`config.mk`:
```
export PLATFORM = sky130hd
export DESIGN_NAME = host_uart_baud_generator
export DESIGN_NICKNAME = d
export VERILOG_FILES = /design/src/design/uart_fifo.v /design/src/design/host_uart_baud_generator.v
export VERILOG_INCLUDE_DIRS = /design/src /design/src/pkg
export SDC_FILE = /design/constraint.sdc
export NUM_CORES = 1
export LEC_CHECK = 0
export BUFFER_PORTS_ARGS = -buffer_cell sky130_fd_sc_hd__buf_2
export CAP_MARGIN = 40
export CELL_PAD_IN_SITES_DETAIL_PLACEMENT = 1
export CELL_PAD_IN_SITES_GLOBAL_PLACEMENT = 1
export CORE_ASPECT_RATIO = 0.5
export CORE_UTILIZATION = 56
export CTS_CLUSTER_DIAMETER = 30
export CTS_CLUSTER_SIZE = 30
export DETAILED_ROUTE_END_ITERATION = 8
export GPL_TIMING_DRIVEN = 0
export HOLD_SLACK_MARGIN = 0.12
export PLACE_DENSITY = 0.91
export SLEW_MARGIN = 30
export SYNTH_ARGS = -nofsm -noshare
export SYNTH_HDL_FRONTEND = slang
export SYNTH_SLANG_ARGS = --single-unit
```
`constraint.sdc`:
```
create_clock -name clk -period 7.4 [get_ports clk]
set_clock_uncertainty 0.05 [all_clocks]
set_input_delay 0.37 -clock clk [delete_from_list [all_inputs] [get_ports clk]]
set_output_delay 0.37 -clock clk [all_outputs]
set_load 0.01 [all_outputs]
```
`src/pkg/host_uart_defines.vh`:
```
`ifndef HOST_UART_DEFINES_VH
`define HOST_UART_DEFINES_VH

// ****************************************************************
// Register indices (byte address is four times the index)
// ****************************************************************
`define RATE_REG_INDEX    8'h3b
`define DATA_REG_INDEX    8'h40
`define STATUS_REG_INDEX  8'h41

// ****************************************************************
// Rate register fields and reset value
// ****************************************************************
`define RATE_RESET        8'h7a
`define EXP_MSB           7
`define EXP_LSB           5
`define MANT_MSB          4
`define MANT_LSB          0
`define SMALL_OFFSET      13'h0001
`define LARGE_OFFSET      13'h0021

// ****************************************************************
// Status register bit positions
// ****************************************************************
`define ST_RX_VALID       0
`define ST_OVERRUN        1
`define ST_FRAME_ERR      2
`define ST_TX_BUSY        3
`define ST_FIFO_FULL      4
`define ST_FIFO_PENDING   5

// ****************************************************************
// Timing: reference and system clock in kHz
// ****************************************************************
`define REF_FREQ_KHZ      17'h069f0
`define CLK_FREQ_KHZ      17'h186a0
`define DATA_BITS         8
`define FIFO_DEPTH        32

`endif

```
`src/design/uart_fifo.v`:
```
`timescale 1ns/1ns

module uart_fifo #(
    parameter WIDTH  = 8,
    parameter DEPTH  = 32,
    parameter ADDR_W = 5
) (
    input  wire             clk,
    input  wire             resetn,
    input  wire             inValid,
    output wire             inReady,
    input  wire [WIDTH-1:0] inData,
    output wire             outValid,
    input  wire             outReady,
    output wire [WIDTH-1:0] outData
);

    // ****************************************************************
    // Storage and pointers
    // ****************************************************************
    reg  [WIDTH-1:0]  mem [0:DEPTH-1];
    reg  [ADDR_W-1:0] wrPtr_q;
    reg  [ADDR_W-1:0] rdPtr_q;
    reg  [ADDR_W:0]   count_q;
    reg               outValid_q;
    reg  [WIDTH-1:0]  outData_q;
    wire              push;
    wire              pull;

    // Output stage adds one word of capacity beyond DEPTH
    assign inReady  = (count_q != DEPTH[ADDR_W:0]);
    assign push     = inValid && inReady;
    assign pull     = (count_q != {(ADDR_W+1){1'b0}}) && (!outValid_q || outReady);
    assign outValid = outValid_q;
    assign outData  = outData_q;

    always @(posedge clk) begin
        if (push) begin
            mem[wrPtr_q] <= inData;
        end
    end

    always @(posedge clk or negedge resetn) begin
        if (!resetn) begin
            wrPtr_q    <= {ADDR_W{1'b0}};
            rdPtr_q    <= {ADDR_W{1'b0}};
            count_q    <= {(ADDR_W+1){1'b0}};
            outValid_q <= 1'b0;
            outData_q  <= {WIDTH{1'b0}};
        end else begin
            if (push) begin
                wrPtr_q <= (wrPtr_q == DEPTH[ADDR_W-1:0] - 1'b1) ? {ADDR_W{1'b0}}
                                                                  : wrPtr_q + 1'b1;
            end
            if (pull) begin
                outData_q <= mem[rdPtr_q];
                rdPtr_q   <= (rdPtr_q == DEPTH[ADDR_W-1:0] - 1'b1) ? {ADDR_W{1'b0}}
                                                                  : rdPtr_q + 1'b1;
            end
            if (push && !pull) begin
                count_q <= count_q + 1'b1;
            end else if (pull && !push) begin
                count_q <= count_q - 1'b1;
            end
            if (pull) begin
                outValid_q <= 1'b1;
            end else if (outReady) begin
                outValid_q <= 1'b0;
            end
        end
    end

endmodule

```
`src/design/host_uart_baud_generator.v`:
```
// Notes on behaviour
// - Exponent zero: bit rate is reference divided by mantissa plus one.
// - Exponent nonzero: reference over mantissa plus 33, over two^(exponent-1).
// - Character is one start, eight data, one stop bit, no parity.
// - Rate register resets to 7Ah, 115.2 kbit/s.
// - Written exponent and mantissa fields set the serial bit rate.
`timescale 1ns/1ns
`include "host_uart_defines.vh"

module host_uart_baud_generator #(
    parameter ADDR_W     = 12,
    parameter FIFO_DEPTH = `FIFO_DEPTH,
    parameter FIFO_AW    = 5
) (
    input  wire              clk,
    input  wire              resetn,
    input  wire [ADDR_W-1:0] paddr,
    input  wire              psel,
    input  wire              penable,
    input  wire              pwrite,
    input  wire [31:0]       pwdata,
    output wire [31:0]       prdata,
    output wire              pready,
    output wire              pslverr,
    input  wire              serialRx,
    output wire              serialTx
);

    // ****************************************************************
    // States
    // ****************************************************************
    localparam ST_IDLE  = 2'b00;
    localparam ST_START = 2'b01;
    localparam ST_DATA  = 2'b10;
    localparam ST_STOP  = 2'b11;

    // ****************************************************************
    // Functions
    // ****************************************************************
    function regHit;
        input [ADDR_W-1:0] a;
        input [7:0]        idx;
        begin
            regHit = (a[1:0] == 2'b00) &&
                     (a[ADDR_W-1:2] == {{(ADDR_W-10){1'b0}}, idx});
        end
    endfunction

    // Reference ticks per bit; largest setting is 4096
    function [12:0] bitDivisor;
        input [7:0] rate;
        reg   [2:0]  e;
        reg   [12:0] m;
        begin
            e = rate[`EXP_MSB:`EXP_LSB];
            m = {8'h00, rate[`MANT_MSB:`MANT_LSB]};
            if (e == 3'h0) begin
                bitDivisor = m + `SMALL_OFFSET;
            end else begin
                bitDivisor = (m + `LARGE_OFFSET) << (e - 3'h1);
            end
        end
    endfunction

    // ****************************************************************
    // Declarations
    // ****************************************************************
    reg  [7:0]  rate_q;
    reg  [16:0] phase_q;
    reg         refTick_q;
    reg  [31:0] prdata_q;
    reg         pslverr_q;
    reg         readPopArm_q;
    reg  [1:0]  txState_q;
    reg  [7:0]  txShift_q;
    reg  [2:0]  txBit_q;
    reg  [12:0] txCnt_q;
    reg  [12:0] txDiv_q;
    reg         serialTx_q;
    reg  [1:0]  rxState_q;
    reg  [7:0]  rxShift_q;
    reg  [2:0]  rxBit_q;
    reg  [12:0] rxCnt_q;
    reg  [12:0] rxDiv_q;
    reg  [7:0]  rxData_q;
    reg         rxValid_q;
    reg         overrun_q;
    reg         frameErr_q;
    reg  [31:0] readMux;
    wire [17:0] phaseSum;
    wire        setup;
    wire        access;
    wire        done;
    wire        hitRate;
    wire        hitData;
    wire        hitStatus;
    wire        fifoInValid;
    wire        fifoInReady;
    wire        fifoOutValid;
    wire        fifoOutReady;
    wire [7:0]  fifoOutData;
    wire        txEnd;
    wire [12:0] rxTarget;
    wire        rxEnd;
    wire        rxDone;
    wire        rxPop;

    // ****************************************************************
    // Reference tick from system clock
    // ****************************************************************
    // Fractional accumulator: jitter of one system cycle per tick, traded
    // for running everything on one clock
    assign phaseSum = {1'b0, phase_q} + {1'b0, `REF_FREQ_KHZ};

    always @(posedge clk or negedge resetn) begin
        if (!resetn) begin
            phase_q   <= 17'h00000;
            refTick_q <= 1'b0;
        end else if (phaseSum >= {1'b0, `CLK_FREQ_KHZ}) begin
            phase_q   <= phaseSum[16:0] - `CLK_FREQ_KHZ;
            refTick_q <= 1'b1;
        end else begin
            phase_q   <= phaseSum[16:0];
            refTick_q <= 1'b0;
        end
    end

    // ****************************************************************
    // APB slave
    // ****************************************************************
    assign setup     = psel && !penable;
    assign access    = psel && penable;
    assign hitRate   = regHit(paddr, `RATE_REG_INDEX);
    assign hitData   = regHit(paddr, `DATA_REG_INDEX);
    assign hitStatus = regHit(paddr, `STATUS_REG_INDEX);

    // Writes to a full transmit queue stall the bus
    assign fifoInValid = access && pwrite && hitData;
    assign pready      = !(fifoInValid && !fifoInReady);
    assign done        = access && pready;
    assign prdata      = prdata_q;
    assign pslverr     = pslverr_q;

    // Pop only data that was already valid when sampled in setup
    assign rxPop = done && !pwrite && hitData && readPopArm_q;

    always @* begin
        readMux = 32'h00000000;
        if (hitRate) begin
            readMux[7:0] = rate_q;
        end else if (hitData) begin
            readMux[7:0] = rxData_q;
        end else if (hitStatus) begin
            readMux[`ST_RX_VALID]     = rxValid_q;
            readMux[`ST_OVERRUN]      = overrun_q;
            readMux[`ST_FRAME_ERR]    = frameErr_q;
            readMux[`ST_TX_BUSY]      = (txState_q != ST_IDLE);
            readMux[`ST_FIFO_FULL]    = !fifoInReady;
            readMux[`ST_FIFO_PENDING] = fifoOutValid;
        end
    end

    always @(posedge clk or negedge resetn) begin
        if (!resetn) begin
            prdata_q     <= 32'h00000000;
            pslverr_q    <= 1'b0;
            readPopArm_q <= 1'b0;
            rate_q       <= `RATE_RESET;
        end else begin
            if (setup) begin
                prdata_q     <= pwrite ? 32'h00000000 : readMux;
                pslverr_q    <= !(hitRate || hitData || hitStatus);
                readPopArm_q <= rxValid_q;
            end
            if (done && pwrite && hitRate) begin
                rate_q <= pwdata[7:0];
            end
        end
    end

    // ****************************************************************
    // Transmit queue
    // ****************************************************************
    uart_fifo #(
        .WIDTH  (8),
        .DEPTH  (FIFO_DEPTH),
        .ADDR_W (FIFO_AW)
    ) txFifo (
        .clk      (clk),
        .resetn   (resetn),
        .inValid  (fifoInValid),
        .inReady  (fifoInReady),
        .inData   (pwdata[7:0]),
        .outValid (fifoOutValid),
        .outReady (fifoOutReady),
        .outData  (fifoOutData)
    );

    // ****************************************************************
    // Transmitter
    // ****************************************************************
    // Start only on a reference tick so the start bit is a full bit long
    assign fifoOutReady = (txState_q == ST_IDLE) && refTick_q;
    assign txEnd        = refTick_q && (txCnt_q == txDiv_q - 13'h0001);
    assign serialTx     = serialTx_q;

    // Rate is latched per character so a rewrite never tears a frame
    always @(posedge clk or negedge resetn) begin
        if (!resetn) begin
            txState_q  <= ST_IDLE;
            txShift_q  <= 8'h00;
            txBit_q    <= 3'h0;
            txCnt_q    <= 13'h0000;
            txDiv_q    <= 13'h0001;
            serialTx_q <= 1'b1;
        end else begin
            if (txState_q != ST_IDLE && refTick_q) begin
                txCnt_q <= txEnd ? 13'h0000 : txCnt_q + 13'h0001;
            end
            case (txState_q)
                ST_IDLE: begin
                    serialTx_q <= 1'b1;
                    if (fifoOutValid && refTick_q) begin
                        txShift_q  <= fifoOutData;
                        txDiv_q    <= bitDivisor(rate_q);
                        txCnt_q    <= 13'h0000;
                        serialTx_q <= 1'b0;
                        txState_q  <= ST_START;
                    end
                end
                ST_START: begin
                    if (txEnd) begin
                        serialTx_q <= txShift_q[0];
                        txShift_q  <= {1'b0, txShift_q[7:1]};
                        txBit_q    <= 3'h0;
                        txState_q  <= ST_DATA;
                    end
                end
                ST_DATA: begin
                    if (txEnd) begin
                        if (txBit_q == 3'h7) begin
                            serialTx_q <= 1'b1;
                            txState_q  <= ST_STOP;
                        end else begin
                            serialTx_q <= txShift_q[0];
                            txShift_q  <= {1'b0, txShift_q[7:1]};
                            txBit_q    <= txBit_q + 3'h1;
                        end
                    end
                end
                default: begin
                    if (txEnd) begin
                        txState_q <= ST_IDLE;
                    end
                end
            endcase
        end
    end

    // ****************************************************************
    // Receiver
    // ****************************************************************
    assign rxTarget = (rxState_q == ST_START) ? {1'b0, rxDiv_q[12:1]} : rxDiv_q;
    assign rxEnd    = refTick_q && (rxCnt_q + 13'h0001 >= rxTarget);
    assign rxDone   = (rxState_q == ST_STOP) && rxEnd && serialRx;

    always @(posedge clk or negedge resetn) begin
        if (!resetn) begin
            rxState_q <= ST_IDLE;
            rxShift_q <= 8'h00;
            rxBit_q   <= 3'h0;
            rxCnt_q   <= 13'h0000;
            rxDiv_q   <= 13'h0001;
            rxData_q  <= 8'h00;
        end else begin
            if (rxState_q != ST_IDLE && refTick_q) begin
                rxCnt_q <= rxEnd ? 13'h0000 : rxCnt_q + 13'h0001;
            end
            case (rxState_q)
                ST_IDLE: begin
                    if (!serialRx) begin
                        rxDiv_q   <= bitDivisor(rate_q);
                        rxCnt_q   <= 13'h0000;
                        rxState_q <= ST_START;
                    end
                end
                ST_START: begin
                    // Half a bit in: a glitch shorter than that is dropped
                    if (rxEnd) begin
                        rxBit_q   <= 3'h0;
                        rxState_q <= serialRx ? ST_IDLE : ST_DATA;
                    end
                end
                ST_DATA: begin
                    if (rxEnd) begin
                        rxShift_q <= {serialRx, rxShift_q[7:1]};
                        rxBit_q   <= rxBit_q + 3'h1;
                        if (rxBit_q == 3'h7) begin
                            rxState_q <= ST_STOP;
                        end
                    end
                end
                default: begin
                    if (rxEnd) begin
                        if (serialRx) begin
                            rxData_q <= rxShift_q;
                        end
                        rxState_q <= ST_IDLE;
                    end
                end
            endcase
        end
    end

    // ****************************************************************
    // Receive flags: a new event beats a clear in the same cycle
    // ****************************************************************
    always @(posedge clk or negedge resetn) begin
        if (!resetn) begin
            rxValid_q  <= 1'b0;
            overrun_q  <= 1'b0;
            frameErr_q <= 1'b0;
        end else begin
            if (rxDone) begin
                rxValid_q <= 1'b1;
            end else if (rxPop) begin
                rxValid_q <= 1'b0;
            end
            if (rxDone && rxValid_q && !rxPop) begin
                overrun_q <= 1'b1;
            end else if (done && pwrite && hitStatus && pwdata[`ST_OVERRUN]) begin
                overrun_q <= 1'b0;
            end
            if ((rxState_q == ST_STOP) && rxEnd && !serialRx) begin
                frameErr_q <= 1'b1;
            end else if (done && pwrite && hitStatus && pwdata[`ST_FRAME_ERR]) begin
                frameErr_q <= 1'b0;
            end
        end
    end

endmodule

```
---- Word-level counts from Yosys, hierarchy flattened ----
Memory sizes are Yosys's and may differ from the RTL's. A register that Yosys moved wholly into a read port is not among the register bits.
Cells that the tools add are included.
storage, ports and cells
  output and inout bits ................... 35
  register bits after elaboration ......... 167
  ROM bits ................................ 0
  bits in writable memories ............... 256
  memories ................................ 1
  bits in latches ......................... 0
cells by class
  multipliers ............................. 0
  shifts and indexed selects .............. 1
  add/sub/neg operators ................... 14
  divide/modulo/power cells ............... 0
  mux-type cells .......................... 61
  reductions and logical operators ........ 74
  order comparisons ....................... 2
  eq/ne operators ......................... 23
  bitwise operators ....................... 2
memories
  memory      depth  width  read ports  clocked after memory_dff  wr ports  line            source
  txFifo.mem  32     8      1           1                         1         uart_fifo.v:21  reg [WIDTH-1:0] mem [0:DEPTH-1];
operators by type and width
  cell                                                                 number
  two-way mux 13 bit                                                   10
  two-way mux 8 bit                                                    6
  logical AND 1 bit                                                    32
  adder 13 x 1 -> 13 bit, second input constant                        2
  two-way mux 2 bit                                                    12
  two-way mux 6 bit                                                    4
  case mux 8 bit (3 select lines)                                      1
  nonzero test 2 bit                                                   11
  equality test 10 x 7 -> 1 bit, second input constant                 2
  adder 17 x 15 -> 18 bit, second input constant                       1
  greater-or-equal comparator 18 x 17 -> 1 bit, second input constant  1
  two-way mux 17 bit                                                   1
  subtractor 17 bit, second input constant                             1
  != test 2 bit, second input constant                                 8
  two-way mux 1 bit                                                    15
  two-way mux 3 bit                                                    5
  AND reduction 5 bit                                                  3
  equality test 13 bit                                                 1
  greater-or-equal comparator 13 bit                                   1
  left shift 7 x 3 -> 13 bit                                           1
  subtractor 13 x 1 -> 13 bit, second input constant                   1
  case mux 2 bit (3 select lines)                                      2
  case mux 3 bit (2 select lines)                                      2
  zero test 1 bit                                                      11
  26 further kinds                                                     43

---- Longest topological paths before layout ----
  word-level depth ........................ 12
  depth in mapped cells ................... 16

---- Modules after synthesis ----
A second synthesis with hierarchy kept.
second synthesis, totals
  cells, all modules ...................... 1468
  area, all modules ....................... 19271.0 um^2
by module, submodules not included
  module                    times used  cells each  area an instance (um^2)
  uart_fifo                 1           606         11348.4
  host_uart_baud_generator  1           862         7922.6

---- Worst setup path before layout ----
Ideal clock, no wire load.
  path kind ............................... register to register
  from .................................... reg rxState_q[0]
  to ...................................... reg rxData_q[0]
  period minus slack after synthesis ...... 3.729 ns
  arrival ................................. 3.554 ns
  buffers on the path ..................... 3
  setup time .............................. 0.125 ns
  cell stages (with the launch flop) ...... 14
  slack ................................... 3.671 ns
  cell sequence ........................... dfrtp_1 -> nand2b_1 -> clkbuf_1 -> clkbuf_1 -> mux2i_1 -> ha_1 -> and4_1 -> nand4_1 -> o41ai_1 -> o21ai_0 -> a21oi_1 -> and4_1 -> buf_2 -> mux2_2
between the ends
  word-level cells in the longest chain between the ends .. 5
  elaborated cells on any way between the ends .. 9
  classes of those cells .................. 1 x order compare; 2 x eq/ne; 1 x mux; 1 x bitwise; 4 x reduce/logical
ends and longest elaborated chain
  element                             line                                                            source
  start, declared                     host_uart_baud_generator.v:80                                   reg [1:0] rxState_q;
  start signal, assigned              host_uart_baud_generator.v:291                                  rxState_q <= serialRx ? ST_IDLE : ST_DATA;
  equality test 2 x 1 -> 1 bit        host_uart_baud_generator.v:263, host_uart_baud_generator.v:279
  two-way mux 13 bit                  host_uart_baud_generator.v:263                                  assign rxTarget = (rxState_q == ST_START) ? {1'b0, rxDiv_q[12:1]} : rxDiv_q;
  greater-or-equal comparator 13 bit  host_uart_baud_generator.v:264                                  assign rxEnd = refTick_q && (rxCnt_q + 13'h0001 >= rxTarget);
  logical AND 1 bit                   host_uart_baud_generator.v:264
  AND reduction 3 bit (no line) *     --
  end signal, assigned                host_uart_baud_generator.v:306                                  rxData_q <= rxShift_q;
  end, declared                       host_uart_baud_generator.v:85                                   reg [7:0] rxData_q;
Mark *: on every way between the ends. The rest lies on a longest branch, timed or not.
A chain may end at the register's enable or synchronous reset.

---- Worst setup path in the final report ----
  from .................................... reg rxState_q[1]
  to ...................................... reg rxData_q[6]
Same word-level chain as after synthesis.

==> metrics.csv <==
stage,metric,value,unit
final_layout,layout cell share with drive strength beyond 1,0.225,
detailed_routing,Pre-antenna DRT Iters,6,
global_route,grt met3 use,0.0755,
power,Power per Cell Area,255,nW/µm²
logic_synthesis,sequential element share of the synthesized area,0.600,
logic_synthesis,Synth area leader,edfxtp_1,
detailed_routing,Iteration-0 DRC Markers,2539,
clock_tree,TritonCTS Sinks,403,
logic_synthesis,cell area after synthesis,19000,µm²
logic_synthesis,synth unique cells,79,
critical_path,cell family with most CP delay,compound AO/OA/AOI/OAI gates,
global_route,GRT overflow,0,
sta,Fin. Hold Viols,0,
final_layout,NumNets Final,1604,
min_path,path type of the worst min-delay path,in2reg,
critical_path,Critical Path Max Stage Delay,780,ps
critical_path,crit path max fanout,10,
global_route,grt met1 use,0.453,
sta,Period minus WS final,5180,ps
global_route,grt peak-use layer,met2,
critical_path,Worst setup EP type,flip-flop,
critical_path,worst-path cell chain,"nand2b_1, clkbuf_1, clkbuf_1, mux2i_1, ha_1, and4_1, nand4_1, o41ai_1, o21ai_0, a21oi_1, and4_1, buf_2, mux2_2",
sta,worst rel slew slack,0.347,
final_layout,Final Util,0.651,
sta,crit share post-route,0.699,
clock_tree,post_cts resized,0,
die,initial core utilization,0.572,
critical_path,Critical R2R Capture,rxData_q[6],
logic_synthesis,Main synth FF type,edfxtp_1,
logic_synthesis,#FFs+latches synth,403,
global_route,GRT Total Usage,0.365,
die,die width,262,µm
sta,RSZ-0062 raised after global routing,no,
global_route,first-pass GRT wire length,94.1,mm
clock_tree,later-pin clock latency in the skew report,630,ps
clock_tree,total CTS buffers,46,
die,# rows,47,
global_route,vias in the first global route,14500,
critical_path,kind of critical path,reg2reg,
logic_synthesis,Synth area leaders,"edfxtp_1 41%, dfrtp_1 18%, mux4_2 9.5%",
clock_tree,Max clock buf depth,3,
sta,actual slew at the worst max-slew pin,974,ps
logic_synthesis,Post-Synthesis Cells,1382,
power,Leakage,8.10,nW
critical_path,"setup slack, reg-to-reg",2220,ps
critical_path,worst reg-to-reg path cell count,13,
min_path,Hold Crit Depth,2,
final_layout,Register Area,11400,µm²
power,Max IR drop VDD,0.000297,V
final_layout,Finished Cell Area,21600,µm²
clock_tree,# Post-CTS Setup Buffers,0,
logic_synthesis,asr flop ratio synth,0.365,
clock_tree,clk slew on worst S/H paths,80,ps
run_status,run status,"complete, no violations",
critical_path,crit start category,flip-flop,
sta,setup tns final,0,ps
logic_synthesis,Synth warnings,0,
place,gp weighted congestion,0.886,
final_layout,multi-input logic area,7120,µm²
detailed_routing,routed vias/inst,7.37,
critical_path,reg-to-reg startpoint,rxState_q[1],
die,full die area,34600,µm²
min_path,hold_sp,serialRx,
logic_synthesis,Post-synth EDFFs,256,
clock_tree,CTS Root Cell,clkbuf_16,
place,Port Buffers,35,
clock_tree,H-Tree Level Count,2,
critical_path,Crit-path slowest cell,a21oi_1,
detailed_routing,wire per inst,35.8,µm
die,# IOs,85,
global_route,largest net degree at the start of global routing,95,
logic_synthesis,post-synth top area share,0.405,
global_route,grt met2 use,0.602,
clock_tree,TritonCTS clock tree,done,
critical_path,Crit path required time,7810,ps
detailed_routing,final WL,71.3,mm
sta,Peak Freq,193,MHz
detailed_routing,Vias,14700,
die,Die H,132,µm
final_layout,# fillers,3054,
die,Core Area,33200,µm²
detailed_routing,ANT nets after route,0,
run,Max-Cap Viols,0,
min_path,hold endpoint,rxShift_q[7],
sta,Slew Limit Fails,0,
place,DP Wirelength,35.1,mm
sta,final-report setup violation count,0,
critical_path,CP arrival,5590,ps
final_layout,Area growth syn-to-layout,14.0,%
detailed_routing,Residual DRC,0,
logic_synthesis,Syn Area/Cell,13.7,µm²
critical_path,CP bufs+invs,3,
place,placed inst area,19900,µm²
global_route,antenna violations before repair,5,
==> metal layers <==
| layer | wire, µm | up-vias |
|---|---|---|
| met5 | 26 | - |
| met4 | 6080 | 4 |
| met3 | 8620 | 497 |
| met2 | 32200 | 1501 |
| met1 | 24300 | 7233 |
| li1 | - | 5462 |
==> sequential cells by signal, summed over array words and instances (netlist names), 6 cells and up <==
register        flops
txFifo.count_q      6
txFifo.outData      8
txFifo.mem        256
txDiv_q            13
prdata              8
phase_q            13
rate_q              8
rxCnt_q            13
rxDiv_q            13
txShift_q           8
rxData_q            8
rxShift_q           8
txCnt_q            13
==> worst max-delay path by stage <==
stage / start / endpoint / slack [ps] / depth (start not counted)
after CTS: paddr[1] / txFifo.count_q[5] / 2470 / 17
after detailed placement: paddr[1] / txFifo.count_q[5] / 2500 / 17
after global placement: paddr[1] / txFifo.count_q[5] / 2580 / 17
after floorplan: rxState_q[0] / rxData_q[0] / 3670 / 13
after global routing: rxState_q[1] / rxData_q[6] / 2190 / 13
final: rxState_q[1] / rxData_q[6] / 2220 / 13
==> power by group <==
group          total (mW)  leakage [nW]  switching [mW]  internal [mW]
logic               0.485          3.17           0.310          0.175
registers            2.51          4.16          0.0687           2.45
clock network        2.51         0.777            1.21           1.30
total                5.51          8.10            1.59           3.93
==> Yosys cell counts, types with 3 or more instances <==
library cell / n
edfxtp_1: 256
dfrtp_1: 139
nand2_1: 121
nor2_1: 88
mux4_2: 80
o21ai_0: 79
clkbuf_1: 50
mux2_2: 49
ha_1: 41
nand3_1: 36
xnor2_1: 33
mux2i_1: 31
xor2_1: 31
inv_1: 28
buf_4: 24
a21oi_1: 21
nor3_1: 18
nand2b_1: 17
o31ai_1: 16
nand4_1: 14
and3_1: 12
nor4_1: 11
or2_2: 11
a32o_1: 9
buf_1: 9
buf_2: 9
or3_1: 9
a211oi_1: 8
dfstp_2: 8
nor2b_1: 8
and2_1: 7
o211ai_1: 7
a22o_1: 6
a22oi_1: 6
a31oi_1: 6
nor3b_1: 6
a211o_1: 5
a21o_1: 5
o21a_1: 5
nand3b_1: 4
o21ai_1: 4
a21boi_0: 3
o21bai_1: 3
o2bb2ai_1: 3
==> placed cells by master, fill, tap and decap left out, types with 9 or more instances in the layout <==
cell type,count
a21oi_1,21
a32o_1,9
nand2_1,121
nand2b_1,17
nand4_1,14
mux4_2,80
nor4_1,10
conb_1,24
clkbuf_16,47
mux2i_1,31
edfxtp_1,256
ha_1,41
buf_2,48
o21ai_0,78
o31ai_1,15
nor2_1,88
inv_1,28
xor2_1,31
dfrtp_1,139
clkbuf_1,51
clkinv_4,9
nor3_1,13
xnor2_1,33
or2_2,11
mux2_2,49
nand3_1,36
and3_1,12
buf_4,31
or3_1,9
==> worst reg2reg max path: stages, from the launching register on <==
cell      delay (ps)
dfrtp_1          470
nand2b_1         190
clkbuf_1         260
clkbuf_1         610
mux2i_1          220
ha_1             380
and4_1           210
nand4_1          100
o41ai_1          500
o21ai_0          230
a21oi_1          780
and4_1           320
buf_2            260
mux2_2           440
==> cells by family after synthesis <==
logic type / Yosys count / synth area share
flops: 403 / 0.600
simple gates: 378 / 0.0969
compound gates: 208 / 0.0721
mux: 161 / 0.141
buf+inv: 124 / 0.0307
xor+xnor: 65 / 0.0308
fa+ha+maj: 42 / 0.0281
other cells: 1 / 0.000198
==> metrics by stage <==
stage | worst slack (ps) | total power, mW | hold WS (ps) | cells
floorplan | 3670 | 2.81 | 24.4 | 1405
global placement | 2580 | 2.91 | 416 | 1881
detailed placement | 2500 | 2.96 | 287 | 1885
CTS | 2470 | 5.38 | 143 | 1972
global route | 2190 | 5.60 | 156 | 1991
finish | 2220 | 5.51 | 165 | 1994
==> timing repair <==
action / 4_1_cts / 5_1_grt
endpoints found under the hold margin: 53 / 0
hold buffers: 1 / 0
setup endpoints to repair: 0 / 0
==> layout make-up <==
cell class                      instances  area share
Antenna cell                            3    0.000347
Buffer                                 94      0.0218
Clock buffer                           50      0.0554
Clock inverter                         36      0.0177
Inverter                               30     0.00521
Multi-Input combinational cell        878       0.330
Sequential cell                       403       0.526
Tap cell                              441      0.0255
Timing Repair Buffer                   59      0.0178
Note: power is estimated with default switching activity, not from simulation.
